<file path="src/shared/fpeia_pkg.sv">
// Package for the floating-point exception interrupt aggregator
`default_nettype none

package fpeia_pkg;

  // ----------------------------------------------------------------
  // Event sources
  // ----------------------------------------------------------------
  localparam int unsigned FPEIA_NUM_SRC = 6;
  localparam int unsigned FPEIA_BIT_INVALID_OP = 0;
  localparam int unsigned FPEIA_BIT_DIV_BY_ZERO = 1;
  localparam int unsigned FPEIA_BIT_UNDERFLOW = 2;
  localparam int unsigned FPEIA_BIT_OVERFLOW = 3;
  localparam int unsigned FPEIA_BIT_INEXACT = 4;
  localparam int unsigned FPEIA_BIT_INPUT_DENORMAL = 5;

  typedef logic [FPEIA_NUM_SRC-1:0] fpeia_src_t;

  localparam fpeia_src_t FPEIA_FLAG_RESET = 6'h00;
  localparam fpeia_src_t FPEIA_ENABLE_RESET = 6'h00;

  // ----------------------------------------------------------------
  // Register map (byte addresses, one word each)
  // ----------------------------------------------------------------
  localparam int unsigned FPEIA_ADDR_W = 8;
  typedef logic [FPEIA_ADDR_W-1:0] fpeia_addr_t;

  localparam fpeia_addr_t FPEIA_OFS_RAW_STATUS = 8'h00;
  localparam fpeia_addr_t FPEIA_OFS_MASKED_STATUS = 8'h04;
  localparam fpeia_addr_t FPEIA_OFS_ENABLE = 8'h08;
  localparam fpeia_addr_t FPEIA_OFS_ENABLE_SET = 8'h0C;
  localparam fpeia_addr_t FPEIA_OFS_ENABLE_CLR = 8'h10;
  localparam fpeia_addr_t FPEIA_OFS_CTRL = 8'h14;
  localparam fpeia_addr_t FPEIA_OFS_VIEW = 8'h18;

  localparam int unsigned FPEIA_CTRL_VIEW_BIT = 0;
  localparam logic FPEIA_CTRL_RESET = 1'b0;

  // ----------------------------------------------------------------
  // AHB-Lite encodings
  // ----------------------------------------------------------------
  localparam logic [1:0] FPEIA_HTRANS_NONSEQ = 2'h2;
  localparam int unsigned FPEIA_HTRANS_ACTIVE_BIT = 1;
  localparam logic FPEIA_HRESP_OKAY = 1'b0;
  localparam logic [31:0] FPEIA_RDATA_ZERO = 32'h00000000;

endpackage : fpeia_pkg

`default_nettype wire

</file>
<file path="src/hdl/fpeia_top.sv">
// Floating-point exception interrupt aggregator with AHB-Lite registers
//
// Functional notes
// Flags: underflow, overflow, div-zero, invalid, denormal, inexact.
// All enabled flags are ORed into one interrupt request line.
// A flag reaches the request only while its enable bit is set.
// Enables set or cleared per source by bit mask, any combination at once.
// Clear only flags named in the clear mask; cleared flags stop requesting.
// Software can read raw flags and flags ANDed with enables.
// Handler must clear pending flags or the request fires again.
// Handler should clear early since a buffered write takes cycles.
// Flags latch on an exception pulse, hold until cleared; all reset zero.
`timescale 1ns/10ps
`default_nettype none

module fpeia_top #(
  parameter int unsigned NUM_SRC = fpeia_pkg::FPEIA_NUM_SRC
) (
  input wire logic mclk_i,
  input wire logic rst_b_i,
  input wire logic ce_i,
  // Exception pulses from the floating-point unit, same clock
  input wire logic fp_invalid_op_i,
  input wire logic fp_div_by_zero_i,
  input wire logic fp_underflow_i,
  input wire logic fp_overflow_i,
  input wire logic fp_inexact_i,
  input wire logic fp_input_denormal_i,
  // AHB-Lite slave
  input wire logic hsel_i,
  input wire logic [31:0] haddr_i,
  input wire logic [1:0] htrans_i,
  input wire logic hwrite_i,
  input wire logic [2:0] hsize_i,
  input wire logic hready_i,
  input wire logic [31:0] hwdata_i,
  output logic [31:0] hrdata_o,
  output logic hreadyout_o,
  output logic hresp_o,
  // Merged request to the system interrupt controller
  output logic irq_o
);

  // ----------------------------------------------------------------
  // Event vector
  // ----------------------------------------------------------------
  logic [NUM_SRC-1:0] fp_exc;

  always_comb begin
    fp_exc = '0;
    fp_exc[fpeia_pkg::FPEIA_BIT_INVALID_OP] = fp_invalid_op_i;
    fp_exc[fpeia_pkg::FPEIA_BIT_DIV_BY_ZERO] = fp_div_by_zero_i;
    fp_exc[fpeia_pkg::FPEIA_BIT_UNDERFLOW] = fp_underflow_i;
    fp_exc[fpeia_pkg::FPEIA_BIT_OVERFLOW] = fp_overflow_i;
    fp_exc[fpeia_pkg::FPEIA_BIT_INEXACT] = fp_inexact_i;
    fp_exc[fpeia_pkg::FPEIA_BIT_INPUT_DENORMAL] = fp_input_denormal_i;
  end

  // ----------------------------------------------------------------
  // Bus address phase
  // ----------------------------------------------------------------
  logic wr_pend;
  logic [fpeia_pkg::FPEIA_ADDR_W-1:0] wr_addr;
  logic addr_take;
  logic [fpeia_pkg::FPEIA_ADDR_W-1:0] addr_lo;

  assign addr_take = ce_i && hsel_i && hready_i &&
                     htrans_i[fpeia_pkg::FPEIA_HTRANS_ACTIVE_BIT];
  assign addr_lo = haddr_i[fpeia_pkg::FPEIA_ADDR_W-1:0];

  always_ff @(posedge mclk_i or negedge rst_b_i) begin
    if (!rst_b_i) begin
      wr_pend <= 1'b0;
      wr_addr <= '0;
    end else if (ce_i) begin
      wr_pend <= addr_take && hwrite_i;
      if (addr_take && hwrite_i) begin
        wr_addr <= addr_lo;
      end
    end
  end

  // ----------------------------------------------------------------
  // Write strobes in the data phase
  // ----------------------------------------------------------------
  logic [NUM_SRC-1:0] wmask;
  logic clr_stb;
  logic en_wr_stb;
  logic en_set_stb;
  logic en_clr_stb;
  logic ctrl_stb;

  function automatic logic hit(
    input logic [fpeia_pkg::FPEIA_ADDR_W-1:0] a,
    input logic [fpeia_pkg::FPEIA_ADDR_W-1:0] ofs
  );
    hit = (a == ofs);
  endfunction : hit

  assign wmask = hwdata_i[NUM_SRC-1:0];
  assign clr_stb = ce_i && wr_pend &&
                   hit(wr_addr, fpeia_pkg::FPEIA_OFS_RAW_STATUS);
  assign en_wr_stb = ce_i && wr_pend &&
                     hit(wr_addr, fpeia_pkg::FPEIA_OFS_ENABLE);
  assign en_set_stb = ce_i && wr_pend &&
                      hit(wr_addr, fpeia_pkg::FPEIA_OFS_ENABLE_SET);
  assign en_clr_stb = ce_i && wr_pend &&
                      hit(wr_addr, fpeia_pkg::FPEIA_OFS_ENABLE_CLR);
  assign ctrl_stb = ce_i && wr_pend &&
                    hit(wr_addr, fpeia_pkg::FPEIA_OFS_CTRL);

  // ----------------------------------------------------------------
  // Flags, enables and view select
  // ----------------------------------------------------------------
  logic [NUM_SRC-1:0] flag;
  logic [NUM_SRC-1:0] enable;
  logic masked_view_select;
  logic [NUM_SRC-1:0] next_flag;
  logic [NUM_SRC-1:0] next_enable;
  logic [NUM_SRC-1:0] masked;

  always_comb begin
    next_flag = flag;
    if (clr_stb) begin
      next_flag = flag & ~wmask;
    end
    // New event wins over a clear in the same cycle
    next_flag = next_flag | fp_exc;
  end

  always_comb begin
    next_enable = enable;
    if (en_wr_stb) begin
      next_enable = wmask;
    end else if (en_set_stb) begin
      next_enable = enable | wmask;
    end else if (en_clr_stb) begin
      next_enable = enable & ~wmask;
    end
  end

  assign masked = flag & enable;

  always_ff @(posedge mclk_i or negedge rst_b_i) begin
    if (!rst_b_i) begin
      flag <= fpeia_pkg::FPEIA_FLAG_RESET;
    end else if (ce_i) begin
      flag <= next_flag;
    end
  end

  always_ff @(posedge mclk_i or negedge rst_b_i) begin
    if (!rst_b_i) begin
      enable <= fpeia_pkg::FPEIA_ENABLE_RESET;
    end else if (ce_i) begin
      enable <= next_enable;
    end
  end

  always_ff @(posedge mclk_i or negedge rst_b_i) begin
    if (!rst_b_i) begin
      masked_view_select <= fpeia_pkg::FPEIA_CTRL_RESET;
    end else if (ctrl_stb) begin
      masked_view_select <= hwdata_i[fpeia_pkg::FPEIA_CTRL_VIEW_BIT];
    end
  end

  // ----------------------------------------------------------------
  // Interrupt request
  // ----------------------------------------------------------------
  always_ff @(posedge mclk_i or negedge rst_b_i) begin
    if (!rst_b_i) begin
      irq_o <= 1'b0;
    end else if (ce_i) begin
      irq_o <= |(next_flag & next_enable);
    end
  end

  // ----------------------------------------------------------------
  // Read data and response
  // ----------------------------------------------------------------
  logic [31:0] next_rdata;

  always_comb begin
    next_rdata = fpeia_pkg::FPEIA_RDATA_ZERO;
    unique case (addr_lo)
      fpeia_pkg::FPEIA_OFS_RAW_STATUS: begin
        next_rdata[NUM_SRC-1:0] = flag;
      end
      fpeia_pkg::FPEIA_OFS_MASKED_STATUS: begin
        next_rdata[NUM_SRC-1:0] = masked;
      end
      fpeia_pkg::FPEIA_OFS_ENABLE,
      fpeia_pkg::FPEIA_OFS_ENABLE_SET,
      fpeia_pkg::FPEIA_OFS_ENABLE_CLR: begin
        next_rdata[NUM_SRC-1:0] = enable;
      end
      fpeia_pkg::FPEIA_OFS_CTRL: begin
        next_rdata[fpeia_pkg::FPEIA_CTRL_VIEW_BIT] = masked_view_select;
      end
      fpeia_pkg::FPEIA_OFS_VIEW: begin
        next_rdata[NUM_SRC-1:0] = masked_view_select ? masked : flag;
      end
      default: begin
        next_rdata = fpeia_pkg::FPEIA_RDATA_ZERO;
      end
    endcase
  end

  always_ff @(posedge mclk_i or negedge rst_b_i) begin
    if (!rst_b_i) begin
      hrdata_o <= fpeia_pkg::FPEIA_RDATA_ZERO;
    end else if (ce_i) begin
      if (addr_take && !hwrite_i) begin
        hrdata_o <= next_rdata;
      end else begin
        hrdata_o <= fpeia_pkg::FPEIA_RDATA_ZERO;
      end
    end
  end

  // Zero-wait slave, always OKAY
  always_ff @(posedge mclk_i or negedge rst_b_i) begin
    if (!rst_b_i) begin
      hreadyout_o <= 1'b1;
      hresp_o <= fpeia_pkg::FPEIA_HRESP_OKAY;
    end else begin
      hreadyout_o <= 1'b1;
      hresp_o <= fpeia_pkg::FPEIA_HRESP_OKAY;
    end
  end

  // ----------------------------------------------------------------
  // Assertions
  // ----------------------------------------------------------------
  AST_EVENT_LATCH: assert property (
    @(posedge mclk_i) disable iff (!rst_b_i)
    (ce_i && (fp_exc != '0)) |=> ((flag & $past(fp_exc)) == $past(fp_exc)))
    else $error("Exception event not latched");

  AST_FLAG_HOLD: assert property (
    @(posedge mclk_i) disable iff (!rst_b_i)
    (ce_i && !clr_stb) |=> (flag == ($past(flag) | $past(fp_exc))))
    else $error("Flag changed without event or clear");

  AST_SELECTIVE_CLEAR: assert property (
    @(posedge mclk_i) disable iff (!rst_b_i)
    clr_stb |=> (flag == (($past(flag) & ~$past(wmask)) | $past(fp_exc))))
    else $error("Clear touched wrong flags");

  AST_IRQ_IS_OR: assert property (
    @(posedge mclk_i) disable iff (!rst_b_i)
    ##1 (irq_o == |(flag & enable)))
    else $error("Request differs from OR of enabled flags");

  AST_DISABLED_SILENT: assert property (
    @(posedge mclk_i) disable iff (!rst_b_i)
    (enable == '0) |-> !irq_o)
    else $error("Request with all sources disabled");

  AST_CLEAR_DROPS_IRQ: assert property (
    @(posedge mclk_i) disable iff (!rst_b_i)
    (clr_stb && (wmask == '1) && (fp_exc == '0)) |=> !irq_o)
    else $error("Request stays after clearing all flags");

  AST_ENABLE_SET: assert property (
    @(posedge mclk_i) disable iff (!rst_b_i)
    en_set_stb |=> (enable == ($past(enable) | $past(wmask))))
    else $error("Enable set mask not applied");

  AST_ENABLE_CLR: assert property (
    @(posedge mclk_i) disable iff (!rst_b_i)
    en_clr_stb |=> (enable == ($past(enable) & ~$past(wmask))))
    else $error("Enable clear mask not applied");

  AST_ENABLE_WRITE: assert property (
    @(posedge mclk_i) disable iff (!rst_b_i)
    en_wr_stb |=> (enable == $past(wmask)))
    else $error("Enable write mask not applied");

  AST_READ_VIEW: assert property (
    @(posedge mclk_i) disable iff (!rst_b_i)
    (addr_take && !hwrite_i &&
     (addr_lo == fpeia_pkg::FPEIA_OFS_VIEW))
    |=> (hrdata_o[NUM_SRC-1:0] ==
         ($past(masked_view_select) ? ($past(flag) & $past(enable))
                                    : $past(flag))))
    else $error("Selected status view read wrong");

  AST_READ_MASKED: assert property (
    @(posedge mclk_i) disable iff (!rst_b_i)
    (addr_take && !hwrite_i &&
     (addr_lo == fpeia_pkg::FPEIA_OFS_MASKED_STATUS))
    |=> (hrdata_o[NUM_SRC-1:0] == ($past(flag) & $past(enable))))
    else $error("Masked status read wrong");

  AST_READ_RAW: assert property (
    @(posedge mclk_i) disable iff (!rst_b_i)
    (addr_take && !hwrite_i &&
     (addr_lo == fpeia_pkg::FPEIA_OFS_RAW_STATUS))
    |=> (hrdata_o[NUM_SRC-1:0] == $past(flag)))
    else $error("Raw status read wrong");

  AST_FREEZE: assert property (
    @(posedge mclk_i) disable iff (!rst_b_i)
    !ce_i |=> ($stable(flag) && $stable(enable) && $stable(irq_o)))
    else $error("State moved while clock enable low");

endmodule : fpeia_top

`default_nettype wire

</file>
<file path="config.mk">
export PLATFORM = sky130hd
export DESIGN_NAME = fpeia_top
export DESIGN_NICKNAME = d
export VERILOG_FILES = /design/src/shared/fpeia_pkg.sv /design/src/hdl/fpeia_top.sv
export SDC_FILE = /design/constraint.sdc
export NUM_CORES = 1
export LEC_CHECK = 0
export ABC_AREA = 1
export BUFFER_PORTS_ARGS = -buffer_cell sky130_fd_sc_hd__buf_2
export CAP_MARGIN = 10
export CORE_MARGIN = 2
export CORE_UTILIZATION = 44
export CTS_BUF_LIST = sky130_fd_sc_hd__clkbuf_2 sky130_fd_sc_hd__clkbuf_4 sky130_fd_sc_hd__clkbuf_8
export DETAILED_ROUTE_END_ITERATION = 8
export GPL_ROUTABILITY_DRIVEN = 0
export PLACE_DENSITY = 0.9
export SYNTH_ARGS = -nofsm -noshare
export SYNTH_HDL_FRONTEND = slang
export SYNTH_SLANG_ARGS = --single-unit
export TNS_END_PERCENT = 50
</file>
<file path="constraint.sdc">
create_clock -name mclk_i -period 1.63 [get_ports mclk_i]
set_input_delay 0.0815 -clock mclk_i [delete_from_list [all_inputs] [get_ports mclk_i]]
set_output_delay 0.0815 -clock mclk_i [all_outputs]
set_load 0.05 [all_outputs]
</file>
==> out/qor.yml <==
p_sw_share_pct: 33.62
endpoint: "irq_o"
die_h_um: 69.31
setup_viol: 0
final_core_util_pct: 53.07
io-pin-count: 116
rrSetupSlack_ns: 0.07
worst-setup-path-type: "reg -> reg"
antenna_left: 0
irDropWorstVdd_uv: 351.0
netlist_instances: 256
critPathLaunchType: "flip-flop"
coreArea_mm2: 0.004058
synth_cell_type_count: 32
synth.largest_area_cell: "dfrtp_1"
grt_pass1_vias: 1502
wire_per_inst_um: 11.72
drt_wl_total_um: 4089
tightest_slew_ns: 0.6816
p_int_mw: 1.270
rsz0062_at_grt: "yes"
num_rows: 23
seqPwrFrac_pct: 43.0
grt_pass1_wl_um: 6617
synth_area_leaders: "dfrtp_1, nand2_1, buf_4, nand3_1, nor2_1"
leakagePower_nw: 1.185
slew_viol_final: 0
clockRootBuffer: "clkbuf_8"
slew_headroom_pct: 54.56
powerDensity_mw_per_mm2: 888.1
status: "complete, no violations"
portBuffers: 33
critPathRequiredTime_ns: 1.81
antenna_found_initial: 0
cp-end-kind: "flip-flop"
hp-class: "in -> reg"
synth_top_area_share_pct: 38.67
grtUsageTotal_pct: 17.26
max_freq_mhz: 642.3
drt_iter0_drc: 89
dieArea_mm2: 0.004804
syn_avg_cell_area_um2: 7.331
ys_ff_latch: 29
clk_pin_slew_ns: 0.07
netSwitchingPower_uw: 642.9
grt.overflow.total: 0
start_util_pct: 46.25
drcViolationCount: 0
drv_cap: 0
cp.arrival_ns: 1.73
clk_latency_ns: 0.28
cts_tree: "done"
setup.worst_path.start: "wr_addr[4]"
seq_area_frac_synth_pct: 38.67
grt_max_degree: 30
syn2layout_area_growth_pct: 14.73
fin_worst_skew_ns: 0.009473
cts_htree_levels: 2
synth-main-ff-cell: "dfrtp_1"
dpl.hpwl_um: 2983
first_pass_iters: 4
finalHoldViolations: 0
die_w_um: 69.31
fin_setup_tns_ns: 0
ys.warnings.count: 0
r2r-start: "wr_addr[4]"
drive_gt1_share_pct: 24.41
syn_area_mm2: 0.001877
synth_edf_count: 0
clock_power_share_pct: 34.4
timing.rr.end: "irq_o"
cts.sinks: 29
async_flop_share_pct: 100.0
cts_buffer_depth: 2
fin_nets: 379
ff2ff_path_depth: 10
drt-vias-per-instance: 4.751
antenna-diode-count: 0
period_needed_ns: 1.557
period_share_pct: 95.52
vias: 1658
cts_buffers: 5
crit_path_max_fanout: 5
p_comb_share_pct: 22.6
state kept, by name, summed over array words and instances (netlist names):
register            flops
irq_o                   1
enable                  6
wr_addr                 8
masked_view_select      1
hrdata_o                6
flag                    6
wr_pend                 1
metrics by stage:
stage / cells / hold WS (ns) / power, mW / cell area (µm²) / setup WS, ns
detailed placement: 337 / 0.1527 / 1.233 / 1996 / -0.006815
global placement: 337 / 0.1400 / 1.218 / 1996 / 0.04061
floorplan: 282 / -0.2141 / 1.185 / 1974 / 0.2597
global route: 349 / 0.04297 / 2.009 / 2153 / -0.03052
finish: 349 / 0.04359 / 1.912 / 2153 / 0.07308
CTS: 346 / 0.04129 / 1.895 / 2112 / 0.02985
power groups by stage:
stage	Clock (mW)	Sequential (mW)	Combinational, mW
floorplan	0	0.824	0.361
global placement	0	0.826	0.392
detailed placement	0	0.830	0.403
CTS	0.668	0.817	0.409
global route	0.712	0.828	0.469
finish	0.658	0.822	0.432
how the worst min path moves through the flow:
stage	start	endpoint	slack (ns)	cells after the start
floorplan	rst_b_i	enable[0]	-0.21	0
global placement	rst_b_i	wr_addr[1]	0.14	1
detailed placement	rst_b_i	wr_addr[1]	0.15	1
CTS	haddr_i[7]	wr_addr[7]	0.04	2
global route	haddr_i[7]	wr_addr[7]	0.04	2
finish	haddr_i[7]	wr_addr[7]	0.04	2
per-layer routing:
layer | GRT usage [%] | share of wire, % | vias up
met3 | 5.087 | 7.6 | 13
met1 | 20.94 | 43 | 741
met4 | 7.625 | 2.8 | 0
met2 | 28.31 | 47 | 75
li1 | - | - | 829
met5 | 0 | 0 | -
what timing repair did:
| action | CTS | global route |
|---|---|---|
| hold endpoints to repair | 29 | 0 |
| hold buffers | 1 | 0 |
| setup endpoints to repair | 1 | 1 |
| pin swaps | 0 | 6 |
| buffers inserted | 0 | 3 |
| gates resized for setup | 1 | 6 |
worst max-delay path, cell delays in order, from the launching register on:
cell     delay (ns)
dfrtp_1        0.40
nor2_2         0.15
nand3_4        0.12
nor2_4         0.20
buf_6          0.13
nand2_1        0.04
a21o_1         0.16
nand2_1        0.07
nand2_1        0.06
inv_2          0.05
a21oi_2        0.05
Yosys cell counts, types with 2 or more instances:
master,n
a31oi_1,3
conb_1,2
mux2_2,3
nand3_1,18
a21oi_1,5
inv_2,4
dfrtp_1,29
inv_1,19
nand2_2,2
nor2_1,21
nor2_4,2
clkinv_1,2
o21ai_1,8
o21ai_0,5
nand2_1,83
buf_4,30
nor2_2,5
area by class of cell:
cell class / count / area (µm²)
timing repair buffer: 40 / 224.0
tap: 50 / 62.56
clock inverter: 1 / 5.005
fill: 372 / 1904
sequential: 29 / 725.7
multi-input combinational: 196 / 940.9
clock buffer: 7 / 96.34
inverter: 26 / 98.84
kinds of logic after synthesis:
group	after synthesis	synth area share [%]
AO/OA/AOI/OAI	27	8.600
AND/OR/NAND/NOR	137	32.47
multiplexers	4	2.400
other	2	0.4001
buffers and inverters	57	17.47
flip-flops	29	38.67
placed cells by master (no fill, tap or decap), types with 2 or more instances in the layout:
cell | netlist | routed
nand3_1 | 18 | 18
nor2_1 | 21 | 19
inv_2 | 4 | 5
nand2_1 | 83 | 83
nand2_2 | 2 | 2
nor2_4 | 2 | 5
buf_2 | 0 | 33
dfrtp_1 | 29 | 29
inv_1 | 19 | 18
clkbuf_8 | 0 | 7
o21ai_0 | 5 | 5
buf_4 | 30 | 5
clkinv_1 | 2 | 2
a21oi_1 | 5 | 5
clkinv_2 | 1 | 2
o21ai_1 | 8 | 8
mux2_2 | 3 | 3
a31oi_1 | 3 | 3
conb_1 | 2 | 28
nor2_2 | 5 | 4
Note: power is estimated with default switching activity, not from simulation.
